**src/pkg/bcwd_pkg.sv**
```systemverilog
// Package: constants for the boot configuration word decoder
package bcwd_pkg;
  // Register map
  localparam logic [31:0] BCWD_OFF_WORD0 = 32'h0000_0000;
  localparam logic [31:0] BCWD_OFF_CTRL = 32'h0000_0004;
  localparam logic [31:0] BCWD_OFF_STATUS = 32'h0000_0008;
  localparam logic [31:0] BCWD_OFF_BOUND = 32'h0000_000C;
  // Word 0 fields
  localparam int BCWD_PWP_LSB = 10;
  localparam int BCWD_PWP_W = 9;
  localparam int BCWD_RSV_LSB = 5;
  localparam int BCWD_RSV_W = 5;
  localparam int BCWD_SEL_LSB = 3;
  localparam int BCWD_SCAN_BIT = 2;
  localparam int BCWD_DBG_HI_BIT = 1;
  // Protection step is 1 KB, expressed as a shift of the step count
  localparam int BCWD_STEP_SHIFT = 10;
  localparam int BCWD_SMALL_PWP_W = 7;
  localparam logic [8:0] BCWD_PWP_OFF = 9'h1FF;
  localparam logic [8:0] BCWD_PWP_SMALL_MASK = 9'h07F;
  // Runtime control reset values
  localparam logic [31:0] BCWD_CTRL_RESET = 32'h0000_0000;
  localparam int BCWD_CTRL_SCAN_BIT = 0;
  localparam logic [31:0] BCWD_UNMAPPED_DATA = 32'h0000_0000;
  typedef enum logic [1:0]
  {
    BCWD_PAIR_4,
    BCWD_PAIR_3,
    BCWD_PAIR_2,
    BCWD_PAIR_1
  } bcwd_pair_t;
endpackage

```
**src/hw/bcwd_top.sv**
```systemverilog
// Module: boot configuration word 0 decoder with Wishbone registers
// What this block does
// - Boundary field bits 18..10 block writes to low program flash pages.
// - Boundary grows 1 KB per step below all ones; 111111011 gives 0x1000.
// - All-zero boundary field protects all protectable flash when large_flash is set; small parts then get a 127 KB boundary.
// - Parts below 256 KB ignore the top two boundary field bits.
// - Channel select 11,10,01,00 routes debug to pairs 1,2,3,4.
// - Word bit 2 sets the reset value of the runtime scan enable.
// - Debugger disabled when upper debug field bit is one.
// - Code protection forces the debug field to 11.
//
// Design decisions made here: register access over Wishbone and the placing of the registers.
`timescale 1ns/1ps
`default_nettype none
module bcwd_top
(
  input wire logic ref_clk,
  input wire logic resetn,
  input wire logic [31:0] config_word,
  input wire logic code_protect,
  input wire logic large_flash,
  input wire logic [31:0] flash_wr_addr,
  input wire logic flash_wr_req,
  input wire logic wb_cyc_i,
  input wire logic wb_stb_i,
  input wire logic wb_we_i,
  input wire logic [31:0] wb_adr_i,
  input wire logic [31:0] wb_dat_i,
  input wire logic [3:0] wb_sel_i,
  output logic [31:0] wb_dat_o,
  output logic wb_ack_o,
  output logic flash_wr_block,
  output logic [31:0] protect_boundary,
  output logic [3:0] debug_pair_en,
  output logic scan_port_enable,
  output logic debugger_enable,
  output logic config_valid
);
  // ***************************************************
  // Word capture
  // ***************************************************
  logic [31:0] word_reg;
  logic loaded_reg;
  logic loaded_d_reg;
  logic [31:0] boundary;
  logic protect_all;
  logic [1:0] dbg_field;
  logic [31:0] ctrl_reg;
  logic code_protect_reg;
  bcwd_word_latch u_latch
  (
    .ref_clk(ref_clk),
    .resetn(resetn),
    .word_in(config_word),
    .word_reg(word_reg),
    .loaded_reg(loaded_reg)
  );
  bcwd_bound_calc u_bound
  (
    .field(word_reg[bcwd_pkg::BCWD_PWP_LSB +: bcwd_pkg::BCWD_PWP_W]),
    .large_flash(large_flash),
    .boundary(boundary),
    .protect_all(protect_all)
  );
  // Code protect strap caught with the word, not sampled live
  always_ff @(posedge ref_clk)
  begin
    if (!resetn)
      code_protect_reg <= 1'b1;
    else if (!loaded_reg)
      code_protect_reg <= code_protect;
  end
  always_ff @(posedge ref_clk)
  begin
    if (!resetn)
      loaded_d_reg <= 1'b0;
    else
      loaded_d_reg <= loaded_reg;
  end
  // ***************************************************
  // Decoded outputs
  // ***************************************************
  // code protection overrides debug field
  assign dbg_field = code_protect_reg ? 2'h3 : word_reg[1:0];
  always_ff @(posedge ref_clk)
  begin
    if (!resetn)
    begin
      protect_boundary <= 32'h0000_0000;
      debug_pair_en <= 4'h0;
      debugger_enable <= 1'b0;
      config_valid <= 1'b0;
    end
    else if (loaded_reg)
    begin
      protect_boundary <= boundary;
      case (bcwd_pkg::bcwd_pair_t'(word_reg[bcwd_pkg::BCWD_SEL_LSB +: 2]))
        bcwd_pkg::BCWD_PAIR_1: debug_pair_en <= 4'h1;
        bcwd_pkg::BCWD_PAIR_2: debug_pair_en <= 4'h2;
        bcwd_pkg::BCWD_PAIR_3: debug_pair_en <= 4'h4;
        bcwd_pkg::BCWD_PAIR_4: debug_pair_en <= 4'h8;
        default: debug_pair_en <= 4'h1;
      endcase
      debugger_enable <= ~dbg_field[bcwd_pkg::BCWD_DBG_HI_BIT];
      config_valid <= 1'b1;
    end
  end
  // write block held until the decode settles, then blocks requests below the boundary, or all when protect_all
  always_ff @(posedge ref_clk)
  begin
    if (!resetn)
      flash_wr_block <= 1'b1;
    else if (!loaded_d_reg)
      flash_wr_block <= 1'b1;
    else
      flash_wr_block <= flash_wr_req && (protect_all || (flash_wr_addr < protect_boundary));
  end
  // ***************************************************
  // Runtime control register
  // ***************************************************
  logic wb_hit;
  assign wb_hit = wb_cyc_i && wb_stb_i && !wb_ack_o;
  always_ff @(posedge ref_clk)
  begin
    if (!resetn)
      ctrl_reg <= bcwd_pkg::BCWD_CTRL_RESET;
    else if (loaded_reg && !loaded_d_reg)
      ctrl_reg[bcwd_pkg::BCWD_CTRL_SCAN_BIT] <= word_reg[bcwd_pkg::BCWD_SCAN_BIT];
    else if (wb_hit && wb_we_i && wb_adr_i == bcwd_pkg::BCWD_OFF_CTRL && wb_sel_i[0])
      ctrl_reg[7:0] <= wb_dat_i[7:0];
  end
  // scan port follows its enable bit
  assign scan_port_enable = ctrl_reg[bcwd_pkg::BCWD_CTRL_SCAN_BIT];
  // ***************************************************
  // Wishbone slave
  // ***************************************************
  always_ff @(posedge ref_clk)
  begin
    if (!resetn)
      wb_ack_o <= 1'b0;
    else
      wb_ack_o <= wb_hit;
  end
  always_ff @(posedge ref_clk)
  begin
    if (!resetn)
      wb_dat_o <= 32'h0000_0000;
    else if (wb_hit && !wb_we_i)
    begin
      case (wb_adr_i)
        bcwd_pkg::BCWD_OFF_WORD0: wb_dat_o <= word_reg;
        bcwd_pkg::BCWD_OFF_CTRL: wb_dat_o <= ctrl_reg;
        bcwd_pkg::BCWD_OFF_STATUS: wb_dat_o <= {20'h00000, debug_pair_en, 4'h0,
          code_protect_reg, debugger_enable, protect_all, config_valid};
        bcwd_pkg::BCWD_OFF_BOUND: wb_dat_o <= protect_boundary;
        default: wb_dat_o <= bcwd_pkg::BCWD_UNMAPPED_DATA;
      endcase
    end
  end
endmodule
`default_nettype wire

```
**src/hw/bcwd_word_latch.sv**
```systemverilog
// Module: one-shot capture of the configuration word after reset
`timescale 1ns/1ps
`default_nettype none
module bcwd_word_latch
(
  input wire logic ref_clk,
  input wire logic resetn,
  input wire logic [31:0] word_in,
  output logic [31:0] word_reg,
  output logic loaded_reg
);
  // Captured once, then frozen until the next reset
  always_ff @(posedge ref_clk)
  begin
    if (!resetn)
    begin
      word_reg <= 32'hFFFF_FFFF;
      loaded_reg <= 1'b0;
    end
    else if (!loaded_reg)
    begin
      word_reg <= word_in;
      loaded_reg <= 1'b1;
    end
  end
endmodule
`default_nettype wire

```
**src/hw/bcwd_bound_calc.sv**
```systemverilog
// Module: flash write-protect boundary from the boundary field
`timescale 1ns/1ps
`default_nettype none
module bcwd_bound_calc
(
  input wire logic [8:0] field,
  input wire logic large_flash,
  output logic [31:0] boundary,
  output logic protect_all
);
  logic [8:0] eff;
  logic [8:0] steps;
  always_comb
  begin
    // Small parts lack the top two field bits; they read as ones
    eff = large_flash ? field : (field | ~bcwd_pkg::BCWD_PWP_SMALL_MASK);
    steps = bcwd_pkg::BCWD_PWP_OFF - eff;
    protect_all = (eff == 9'h000);
    boundary = 32'(steps) << bcwd_pkg::BCWD_STEP_SHIFT;
  end
endmodule
`default_nettype wire

```
**config.mk**
```make
export PLATFORM = sky130hd
export DESIGN_NAME = bcwd_top
export DESIGN_NICKNAME = d
export VERILOG_FILES = /design/src/pkg/bcwd_pkg.sv /design/src/hw/bcwd_top.sv /design/src/hw/bcwd_word_latch.sv /design/src/hw/bcwd_bound_calc.sv
export SDC_FILE = /design/constraint.sdc
export NUM_CORES = 1
export LEC_CHECK = 0
export BUFFER_PORTS_ARGS = -buffer_cell sky130_fd_sc_hd__buf_2
export CAP_MARGIN = 20
export CORE_MARGIN = 2
export CORE_UTILIZATION = 25
export CTS_CLUSTER_DIAMETER = 80
export DETAILED_ROUTE_END_ITERATION = 10
export REMOVE_ABC_BUFFERS = 1
export SLEW_MARGIN = 30
export SYNTH_ARGS = -nofsm -noshare
export SYNTH_HDL_FRONTEND = slang
export SYNTH_SLANG_ARGS = --single-unit
export TNS_END_PERCENT = 50
```
**constraint.sdc**
```tcl
create_clock -name ref_clk -period 1.5 [get_ports ref_clk]
set_input_delay 0.075 -clock ref_clk [delete_from_list [all_inputs] [get_ports ref_clk]]
set_output_delay 0.075 -clock ref_clk [all_outputs]
set_load 0.01 [all_outputs]
```
# == Word level (Yosys, flattened, before mapping) ==
# Cells that the tools add are included.
# totals
reg_bits,92
latch_bits,0
ram_bits,0
rom_bits,0
inputBits,140
out_inout_bits,73
word_cells,48
memories,0
# classes
n_addsub,1
mul,0
div_mod_pow,0
magnitude_cmp,1
n_eq_ne,6
n_shift,0
mux,7
n_bitwise,2
reduce_logical,18
# ops
op,count
one-hot mux 32 bit (4 select lines),1
"equality test 32 x 4 -> 1 bit, second input constant",2
"equality test 32 x 3 -> 1 bit, second input constant",1
logical NOT 32 bit,1
< comparator 32 x 19 -> 1 bit,1
one-hot mux 4 bit (4 select lines),1
logical NOT 9 bit,1
two-way mux 9 bit,1
"subtractor 9 bit, first input constant",1
logical AND 1 bit,8
"equality test 2 bit, second input constant",2
AND reduction 2 bit,2
logical NOT 1 bit,3
two-way mux 1 bit,3
"equality test 2 x 1 -> 1 bit, second input constant",1
logical NOT 2 bit,1
two-way mux 2 bit,1
inverter 1 bit,2
nonzero test 2 bit,1
logical OR 1 bit,1

# == Longest topological paths before layout ==
# Gate-level depths: netlist (run 1).
# depth
word_depth,7
mapped_depth,8
depth_no_buf,7

# == By module ==
# A second synthesis (run 1) with hierarchy kept.
# hier_totals
cells_unflattened,591
area_unflattened_um2,5559.1
# modules_own_cells
module,instances,cells_per_inst,area_per_inst_um2,seq_area_each_um2
bcwd_top,1,451,4156.5,1641.6
bcwd_word_latch,1,104,1168.6,660.6
bcwd_bound_calc,1,36,234.0,0.0

# == Worst setup path after synthesis (run 1) ==
# No wires, ideal clock.
# synth_path
path_kind,flip-flop to flip-flop
from,register protect_boundary[14]
to,register flash_wr_block
setup_time_ns,0.064
t_arrival_ns,1.416
required_time_ns,1.436
setup_slack_ns,0.020
path_stages_with_launch,8
period_less_slack_ns,1.480
path_cell_list,dfxtp_1 inv_1 ha_1 a21o_1 a21oi_1 o21ai_0 a311o_1 nand4_1
# synth_via
elab_chain_len,3
# synth_rtl
element,line_no,rtl
"start, declared",bcwd_top.sv:33,"output logic [31:0] protect_boundary,"
"start signal, assigned",bcwd_top.sv:96,protect_boundary <= boundary;
< comparator 32 x 19 -> 1 bit,bcwd_top.sv:116,flash_wr_block <= flash_wr_req && (protect_all || (flash_wr_addr < protect_boundary));
logical OR 1 bit,bcwd_top.sv:116,
logical AND 1 bit,bcwd_top.sv:116,
"end signal, assigned",bcwd_top.sv:116,
"end, declared",bcwd_top.sv:32,"output logic flash_wr_block,"
# No other way between the ends.
# A chain may end at the register's enable or synchronous reset.

# == Worst setup path after layout (run 1) ==
# layout_path
from,register wb_ack_o
to,register wb_dat_o[22]
# layout_via
elab_chain_len,3
# layout_rtl
element,line_no,rtl
"start, declared",bcwd_top.sv:31,"output logic wb_ack_o,"
"start signal, assigned",bcwd_top.sv:142,wb_ack_o <= wb_hit;
logical NOT 1 bit,bcwd_top.sv:122,assign wb_hit = wb_cyc_i && wb_stb_i && !wb_ack_o;
logical AND 1 bit,bcwd_top.sv:122,
logical AND 1 bit,bcwd_top.sv:148,else if (wb_hit && !wb_we_i)
"end signal, assigned",bcwd_top.sv:151,bcwd_pkg::BCWD_OFF_WORD0: wb_dat_o <= word_reg;
"end signal, assigned",bcwd_top.sv:152,bcwd_pkg::BCWD_OFF_CTRL: wb_dat_o <= ctrl_reg;
"end signal, assigned",bcwd_top.sv:153,"bcwd_pkg::BCWD_OFF_STATUS: wb_dat_o <= {20'h00000, debug_pair_en, 4'h0,"
"end, declared",bcwd_top.sv:30,"output logic [31:0] wb_dat_o,"
# No other way between the ends.

==> results of run 1 <==
-- worst paths after layout --
check	slack, ns	to	depth (start not counted)	startpoint
max reg2reg	0.08	wb_dat_o[22]	6	wb_ack_o
min reg2reg	0.41	flash_wr_block	1	loaded_d_reg
min	0.02	flash_wr_block	3	flash_wr_req
max	0.08	wb_dat_o[22]	6	wb_ack_o
-- cells in the final DEF (no fill, tap or decap), types with 2 or more instances in the layout --
master | netlist | final
a21oi_1 | 15 | 14
a22o_1 | 3 | 3
a22o_2 | 10 | 10
a22oi_1 | 9 | 9
and2_1 | 2 | 2
and4_1 | 3 | 2
buf_12 | 0 | 4
buf_2 | 11 | 152
buf_4 | 23 | 21
bufinv_16 | 0 | 3
clkbuf_16 | 0 | 10
conb_1 | 1 | 23
dfxtp_1 | 92 | 89
dfxtp_2 | 0 | 3
dlygate4sd3_1 | 0 | 42
ha_1 | 8 | 5
ha_4 | 0 | 3
inv_1 | 8 | 7
inv_6 | 0 | 2
mux2_2 | 2 | 2
mux2i_1 | 38 | 38
nand2_1 | 57 | 57
nand2b_1 | 18 | 18
nand3_1 | 9 | 8
nand3b_1 | 2 | 2
nand4_1 | 3 | 3
nor2_1 | 21 | 18
nor2_4 | 0 | 3
nor2b_1 | 5 | 5
nor3b_1 | 2 | 2
nor4_1 | 12 | 12
o21ai_0 | 31 | 30
o21ai_1 | 3 | 3
o31ai_1 | 3 | 2
-- synth_stat cells (all sizes together), types with 4 or more instances --
master | instances | area share (%)
mux2i | 38 | 9.8
nor4 | 12 | 1.9
nand3 | 9 | 1.2
nand4 | 4 | 1.0
a21oi | 15 | 1.9
a22oi | 9 | 1.7
nor2b | 5 | 0.80
inv | 8 | 0.77
nand2b | 18 | 2.9
ha | 8 | 2.6
a22o | 13 | 3.2
buf | 37 | 6.5
nand2 | 57 | 5.5
nor2 | 21 | 2.0
o21ai | 34 | 4.4
dfxtp | 92 | 47
clkbuf | 10 | 0.96
-- cells by family after synthesis --
group           count (synthesis)
compound gates                 80
other cells                     1
flops                          92
fa+ha+maj                       8
mux                            40
buf+inv                        56
simple gates                  139
-- worst max-delay path: stages, from the launching register on --
cell and delay, ns:
dfxtp_1 0.30, nand3b_1 0.21, nor2_4 0.21, nand4_4 0.17, nor3_4 0.19, buf_12 0.16, a22o_2 0.12
-- layout make-up --
| type | count | area (sq um) | area share (%) |
|---|---|---|---|
| Timing Repair Buffer | 220 | 1440 | 24.8 |
| Clock inverter | 7 | 121 | 2.09 |
| Multi-Input combinational cell | 291 | 1910 | 32.8 |
| Tap cell | 188 | 235 | 4.05 |
| Inverter | 9 | 33.8 | 0.581 |
| Clock buffer | 9 | 225 | 3.87 |
| Sequential cell | 92 | 1850 | 31.7 |
-- layer usage --
| layer | part of all wire (%) | wire [um] | track usage (%) | vias to the layer above |
|---|---|---|---|---|
| met1 | 45 | 5230 | 16.9 | 1668 |
| met3 | 4.6 | 524 | 3.58 | 13 |
| met2 | 49 | 5620 | 23.3 | 94 |
| met5 | 0 | 0 | 0 | - |
| met4 | 1.2 | 136 | 3.71 | 0 |
| li1 | - | - | - | 1822 |
-- through the flow --
stage	cells	instance area [sq um]	TNS (ns)	hold WS (ns)	util, %
floorplan	391	3680	-44.14	0.103	-
global placement	753	4900	-0.0868	0.286	32.3
detailed placement	753	4900	-0.233	0.289	32.3
CTS	812	5690	0	0.00202	37.5
global route	816	5810	-0.112	0.0353	38.2
finish	816	5810	0	0.0162	38.2
-- power groups by stage --
| stage | registers, mW | clock network (mW) | logic, mW |
|---|---|---|---|
| after global routing | 2.57 | 2.81 | 0.733 |
| after floorplan | 2.64 | 0 | 0.225 |
| final | 2.57 | 2.62 | 0.662 |
| after CTS | 2.57 | 2.71 | 0.641 |
| after global placement | 2.62 | 0 | 0.542 |
| after detailed placement | 2.62 | 0 | 0.545 |
-- repair_timing --
item | 4_1_cts | 5_1_grt
pin swaps | 1 | 8
endpoints found under the setup margin | 16 | 35
cloned | 1 | 1
resized for setup | 6 | 13
endpoints found under the hold margin | 42 | 0
hold buffers | 42 | 0
setup buffers | 0 | 3
==> reports/metrics.yaml, run 1 <==
power_and_ir_drop:
  total_power_mw: 5.85
  p_int_mw: 4.50
  netSwitchingPower_mw: 1.35
  vdd_drop_max_uv: 506
  pwr-share-comb_pct: 11.3
  switching_share_pct: 23.1
  power_density_nw_per_um2: 1010
  p_seq_share_pct: 43.9
  p_leak_nw: 2.65
  clkPwrFrac_pct: 44.8
worst_setup_path:
  endpoint_kind: "register"
  worst_ep_arrival_time_ns: 1.71
  path_class: "register to register"
  crit_required_ns: 1.79
  cp_max_fo: 13
  start_kind: "register"
sta:
  post-route-period-util_pct: 94.8
  worstMarginPinSlew_ns: 0.795
  rsz0062_at_grt: "yes"
  maxSlewHeadroom_pct: 46.8
  fin_crit_ns: 1.42
  finalHoldViolations: 0
  timing.final.ws_setup_ns: 0.0782
  finalSetupViolCount: 0
  max_freq_mhz: 703
  finalMaxSlewViolations: 0
  clock_skew_ns: 0.00990
clocking:
  clk_pin_slew_ns: 0.06
  cts.sinks: 92
  cts_max_level: 3
  clk-insertion-delay-late_ns: 0.35
  cts_buffers: 9
  cts-root-buf: "clkbuf_16"
  cts_buffer_depth: 2
  cts_tree: "built"
global_route:
  antenna_found_initial: 0
  grt_use_total_pct: 13.6
  grt_pass1_vias: 3412
  grt_max_degree: 61
  overflow: 0
  grt_pass1_wl_um: 17300
placed_design:
  gp_congestion: 0.737
  port-buffer-count: 152
  hpwl_um: 7950
  pre_cts_slack_ns: -0.0936
drt:
  route.detailed.drc: 0
  detail-route-antenna-nets: 0
  viasPerCell: 4.41
  post_drt_wl_per_cell_um: 14.1
  drt-total-wl_um: 11500
  first_pass_iters: 4
  drt_iter0_drc: 128
  vias: 3597
final_layout:
  area_growth_pct: 49.3
  num_antenna_cells: 0
  fin_nets: 771
  drive_gt1_share_pct: 36.1
  fillers: 1591
yosys:
  ys_ff_latch: 92
  ys_types: 41
  synth_compound_area_share_pct: 13.2
  dominantRegCellSynth: "dfxtp_1"
  synthArstFlopShare_pct: 0
  yosysWarnings: 0
  synth-edff-count: 0
  synthMuxAreaShare_pct: 10.3
  yosys.area_share.simple_pct: 18.2
  synthesis.area_sq_um: 3890
  synthAdderAreaFrac_pct: 2.57
  yosysSeqAreaShare_pct: 47.3
  synth_xor_xnor_area_share_pct: 0
  synth_top_family_by_area: "simple AND/OR/NAND/NOR gates"
  synthCells: 416
  synth_area_per_cell_sq_um: 9.36
min_path:
  hp-class: "input pin to register"
status:
  outcome: "finished, final reports clean"
floorplan:
  coreArea_sq_um: 15200
  rows: 45
  die_h_um: 129
  die_x_um: 129
  die-area_sq_um: 16600
  start_util_pct: 25.6
  ioPinCount: 213
run:
  cap_viol_max_count: 0
Note: power is estimated with default switching activity, not from simulation.
==> run 2, diff against run 1 <==
--- a/config.mk
+++ b/config.mk
@@ -5,9 +5,10 @@
 export SDC_FILE = /design/constraint.sdc
 export NUM_CORES = 1
 export LEC_CHECK = 0
+export ABC_AREA = 1
 export BUFFER_PORTS_ARGS = -buffer_cell sky130_fd_sc_hd__buf_2
 export CAP_MARGIN = 20
-export CORE_MARGIN = 2
+export CORE_MARGIN = 1.5
 export CORE_UTILIZATION = 25
 export CTS_CLUSTER_DIAMETER = 80
 export DETAILED_ROUTE_END_ITERATION = 10
==> reports/metrics.yaml, run 2 <==
status:
  outcome: "finished, final reports clean"  # unchanged
yosys:
  ys_types: 36  # was 41
  yosysWarnings: 0  # unchanged
  synth.most_common_cell: "nand2_1"  # was dfxtp_1
  synthArstFlopShare_pct: 0  # unchanged
  synth_top_area_share_pct: 43.2  # was 47.3%
  dominantRegCellSynth: "dfxtp_1"  # unchanged
  synthesis.area_sq_um: 4260  # was 3890 sq um
  synth_area_per_cell_sq_um: 7.31  # was 9.36 sq um
  ys_top_cells_by_area: "dfxtp_1 (43%), nand2_1 (15%), nand3_1 (5.5%)"  # was dfxtp_1 (47%), mux2i_1 (9.8%), nand2_1 (5.5%)
  ys_ff_latch: 92  # unchanged
  synth_commonest_cells: "nand2_1 (174), dfxtp_1 (92), nor2_1 (51)"  # was dfxtp_1 (92), nand2_1 (57), mux2i_1 (38)
  synth-edff-count: 0  # unchanged
  yosysTopAreaCell: "dfxtp_1"  # unchanged
  synthCells: 583  # was 416
  yosysSeqAreaShare_pct: 43.2  # was 47.3%
drt:
  top_layer: "met4"  # unchanged
  vias: 4218  # was 3597
  m1WireLength_um: 5710  # was 5230 um
  first_pass_iters: 4  # unchanged
  drt-total-wl_um: 12500  # was 11500 um
  route.detailed.drc: 0  # unchanged
  post_drt_wl_per_cell_um: 12.4  # was 14.1 um
  met2_wirelength_um: 5800  # was 5620 um
  drt_iter0_drc: 115  # was 128
  wl_met3_um: 821  # was 524 um
  viasPerCell: 4.19  # was 4.41
  detail-route-antenna-nets: 0  # unchanged
worst_setup_path:
  crit_path_end: "flash_wr_block"  # was wb_dat_o[22]
  worstReg2RegEnd: "flash_wr_block"  # was wb_dat_o[22]
  critPathLaunch: "protect_boundary[13]"  # was wb_ack_o
  reg2reg_depth: 11  # was 6
  timing.rr.start: "protect_boundary[13]"  # was wb_ack_o
  cp_max_fo: 3  # was 13
  worst_ep_arrival_time_ns: 1.63  # was 1.71 ns
  crit_required_ns: 1.74  # was 1.79 ns
  start_kind: "register"  # unchanged
  path_class: "register to register"  # unchanged
  r2r_slack_ns: 0.11  # was 0.08 ns
  endpoint_kind: "register"  # unchanged
sta:
  fin_tns_setup_ns: 0  # unchanged
  timing.final.ws_setup_ns: 0.105  # was 0.0782 ns
  finalSetupViolCount: 0  # unchanged
  max_freq_mhz: 717  # was 703 MHz
  post-route-period-util_pct: 93.0  # was 94.8%
  finalHoldViolations: 0  # unchanged
  whs_ns: 0.0200  # was 0.0162 ns
  finalMaxSlewViolations: 0  # unchanged
  clock_skew_ns: 0.00596  # was 0.00990 ns
  fin_crit_ns: 1.39  # was 1.42 ns
final_layout:
  fin_area_sq_um: 6050  # was 5810 sq um
  num_antenna_cells: 0  # unchanged
  final_cell_mix: "nand2_1 (174), buf_2 (152), dfxtp_1 (86)"  # was buf_2 (152), dfxtp_1 (89), nand2_1 (57)
  area_growth_pct: 41.8  # was 49.3%
  final_common_cell: "nand2_1"  # was buf_2
  fin_nets: 929  # was 771
  drive_gt1_share_pct: 31.3  # was 36.1%
  final_util_pct: 36.3  # was 38.2%
clocking:
  cts_buffers: 9  # unchanged
  cts_max_level: 3  # unchanged
  cts_buffer_depth: 2  # unchanged
  clk_pin_slew_ns: 0.06  # about the same
  cts.sinks: 92  # unchanged
  cts_tree: "built"  # unchanged
  clk-insertion-delay-late_ns: 0.34  # was 0.35 ns
  cts-root-buf: "clkbuf_16"  # unchanged
power_and_ir_drop:
  power_density_nw_per_um2: 908  # was 1010 nW/um^2
  p_leak_nw: 2.82  # was 2.65 nW
  vdd_drop_max_uv: 424  # was 506 uV
placed_design:
  pre_cts_slack_ns: 0.0165  # was -0.0936 ns
  gp_congestion: 0.743  # was 0.737
  place_area_sq_um: 5270  # was 4900 sq um
  port-buffer-count: 152  # unchanged
  hpwl_um: 9110  # was 7950 um
floorplan:
  ioPinCount: 213  # unchanged
  coreArea_sq_um: 16600  # was 15200 sq um
  die-area_sq_um: 17800  # was 16600 sq um
  die_h_um: 134  # was 129 um
  rows: 47  # was 45
  start_util_pct: 25.6  # about the same
  die_x_um: 134  # was 129 um
global_route:
  grt_use_total_pct: 14.2  # was 13.6%
  grt_pass1_vias: 4101  # was 3412
  overflow: 0  # unchanged
  grt_pass1_wl_um: 20000  # was 17300 um
  antenna_found_initial: 0  # unchanged
  grt_max_degree: 46  # was 61
min_path:
  hp-class: "input pin to register"  # unchanged
run:
  cap_viol_max_count: 0  # unchanged
==> run 2: cell count changes in the layout (fill, tap and decap cells not counted), sizes merged, moves of 8 or more <==
cell	delta
nand3	+39
nand2b	-18
o21a	+8
nor2	+40
nor4	-10
a21oi	+31
nand2	+132
inv	+24
a22o	-13
a22oi	-9
mux2i	-38
==> run 2: routing by layer <==
metal  vias to the layer above  track usage [%]
li1                       2227                -
met3                        15             3.50
met2                       122             24.4
met1                      1854             17.3
met5                         -                0
met4                         0             4.95
==> run 2: what timing repair did <==
action	CTS	global route
buffers inserted	0	2
hold buffers	42	0
resized for setup	0	16
setup endpoints to repair	0	1
endpoints found under the hold margin	42	0
==> run 2: critical path, stage by stage (launching register included) <==
cell and delay [ns]:
dfxtp_2 0.34, inv_2 0.05, ha_4 0.26, nand2_1 0.05
nor2_1 0.09, o21ai_1 0.07, o211ai_1 0.13, nand2_1 0.09
nand2_1 0.06, nand2_1 0.05, nand2_1 0.05, nand2_1 0.04
==> run 2: worst min-delay path by stage <==
stage | from | to | slack, ns | cells after the start
6_report | large_flash | protect_boundary[18] | 0.02 | 3
2_1_floorplan | resetn | u_latch.loaded_reg | 0.10 | 0
4_1_cts | large_flash | protect_boundary[18] | 0.005 | 3
3_5_place_dp | config_word[15] | u_latch.word_reg[15] | 0.27 | 3
5_1_grt | large_flash | protect_boundary[18] | 0.04 | 3
3_3_place_gp | config_word[14] | u_latch.word_reg[14] | 0.27 | 3
==> run 2: layout make-up <==
type / instances / area, sq um
clock buffer: 15 / 278
clock inverter: 1 / 5.00
fill: 1812 / 10600
inverter: 36 / 136
multi-input combinational: 428 / 2120
sequential: 92 / 1850
tap: 220 / 275
timing repair buffer: 214 / 1380
==> run 2: stage by stage <==
stage,power [mW],cells
6_report,5.49,1006
5_1_grt,5.76,1006
4_1_cts,5.56,1004
3_5_place_dp,3.27,946
3_3_place_gp,3.26,946
2_1_floorplan,2.95,556
==> run 2: where the power goes <==
part	total [mW]	leakage [nW]	switching, mW	internal (mW)
combinational	0.700	1.92	0.361	0.339
sequential	2.62	0.757	0.0681	2.55
clock	2.17	0.140	0.907	1.26
total	5.49	2.82	1.34	4.15
==> run 2: kinds of logic (layout without fill, tap and decap cells) <==
| logic type | Yosys count | count (layout) | share of synthesized area, % |
|---|---|---|---|
| AO/OA/AOI/OAI | 93 | 93 | 13.4 |
| buffers and inverters | 85 | 266 | 10.4 |
| flip-flops | 92 | 92 | 43.2 |
| adder cells (fa/ha/maj) | 8 | 8 | 2.35 |
| AND/OR/NAND/NOR | 304 | 304 | 30.6 |
| other | 1 | 23 | 0.0880 |
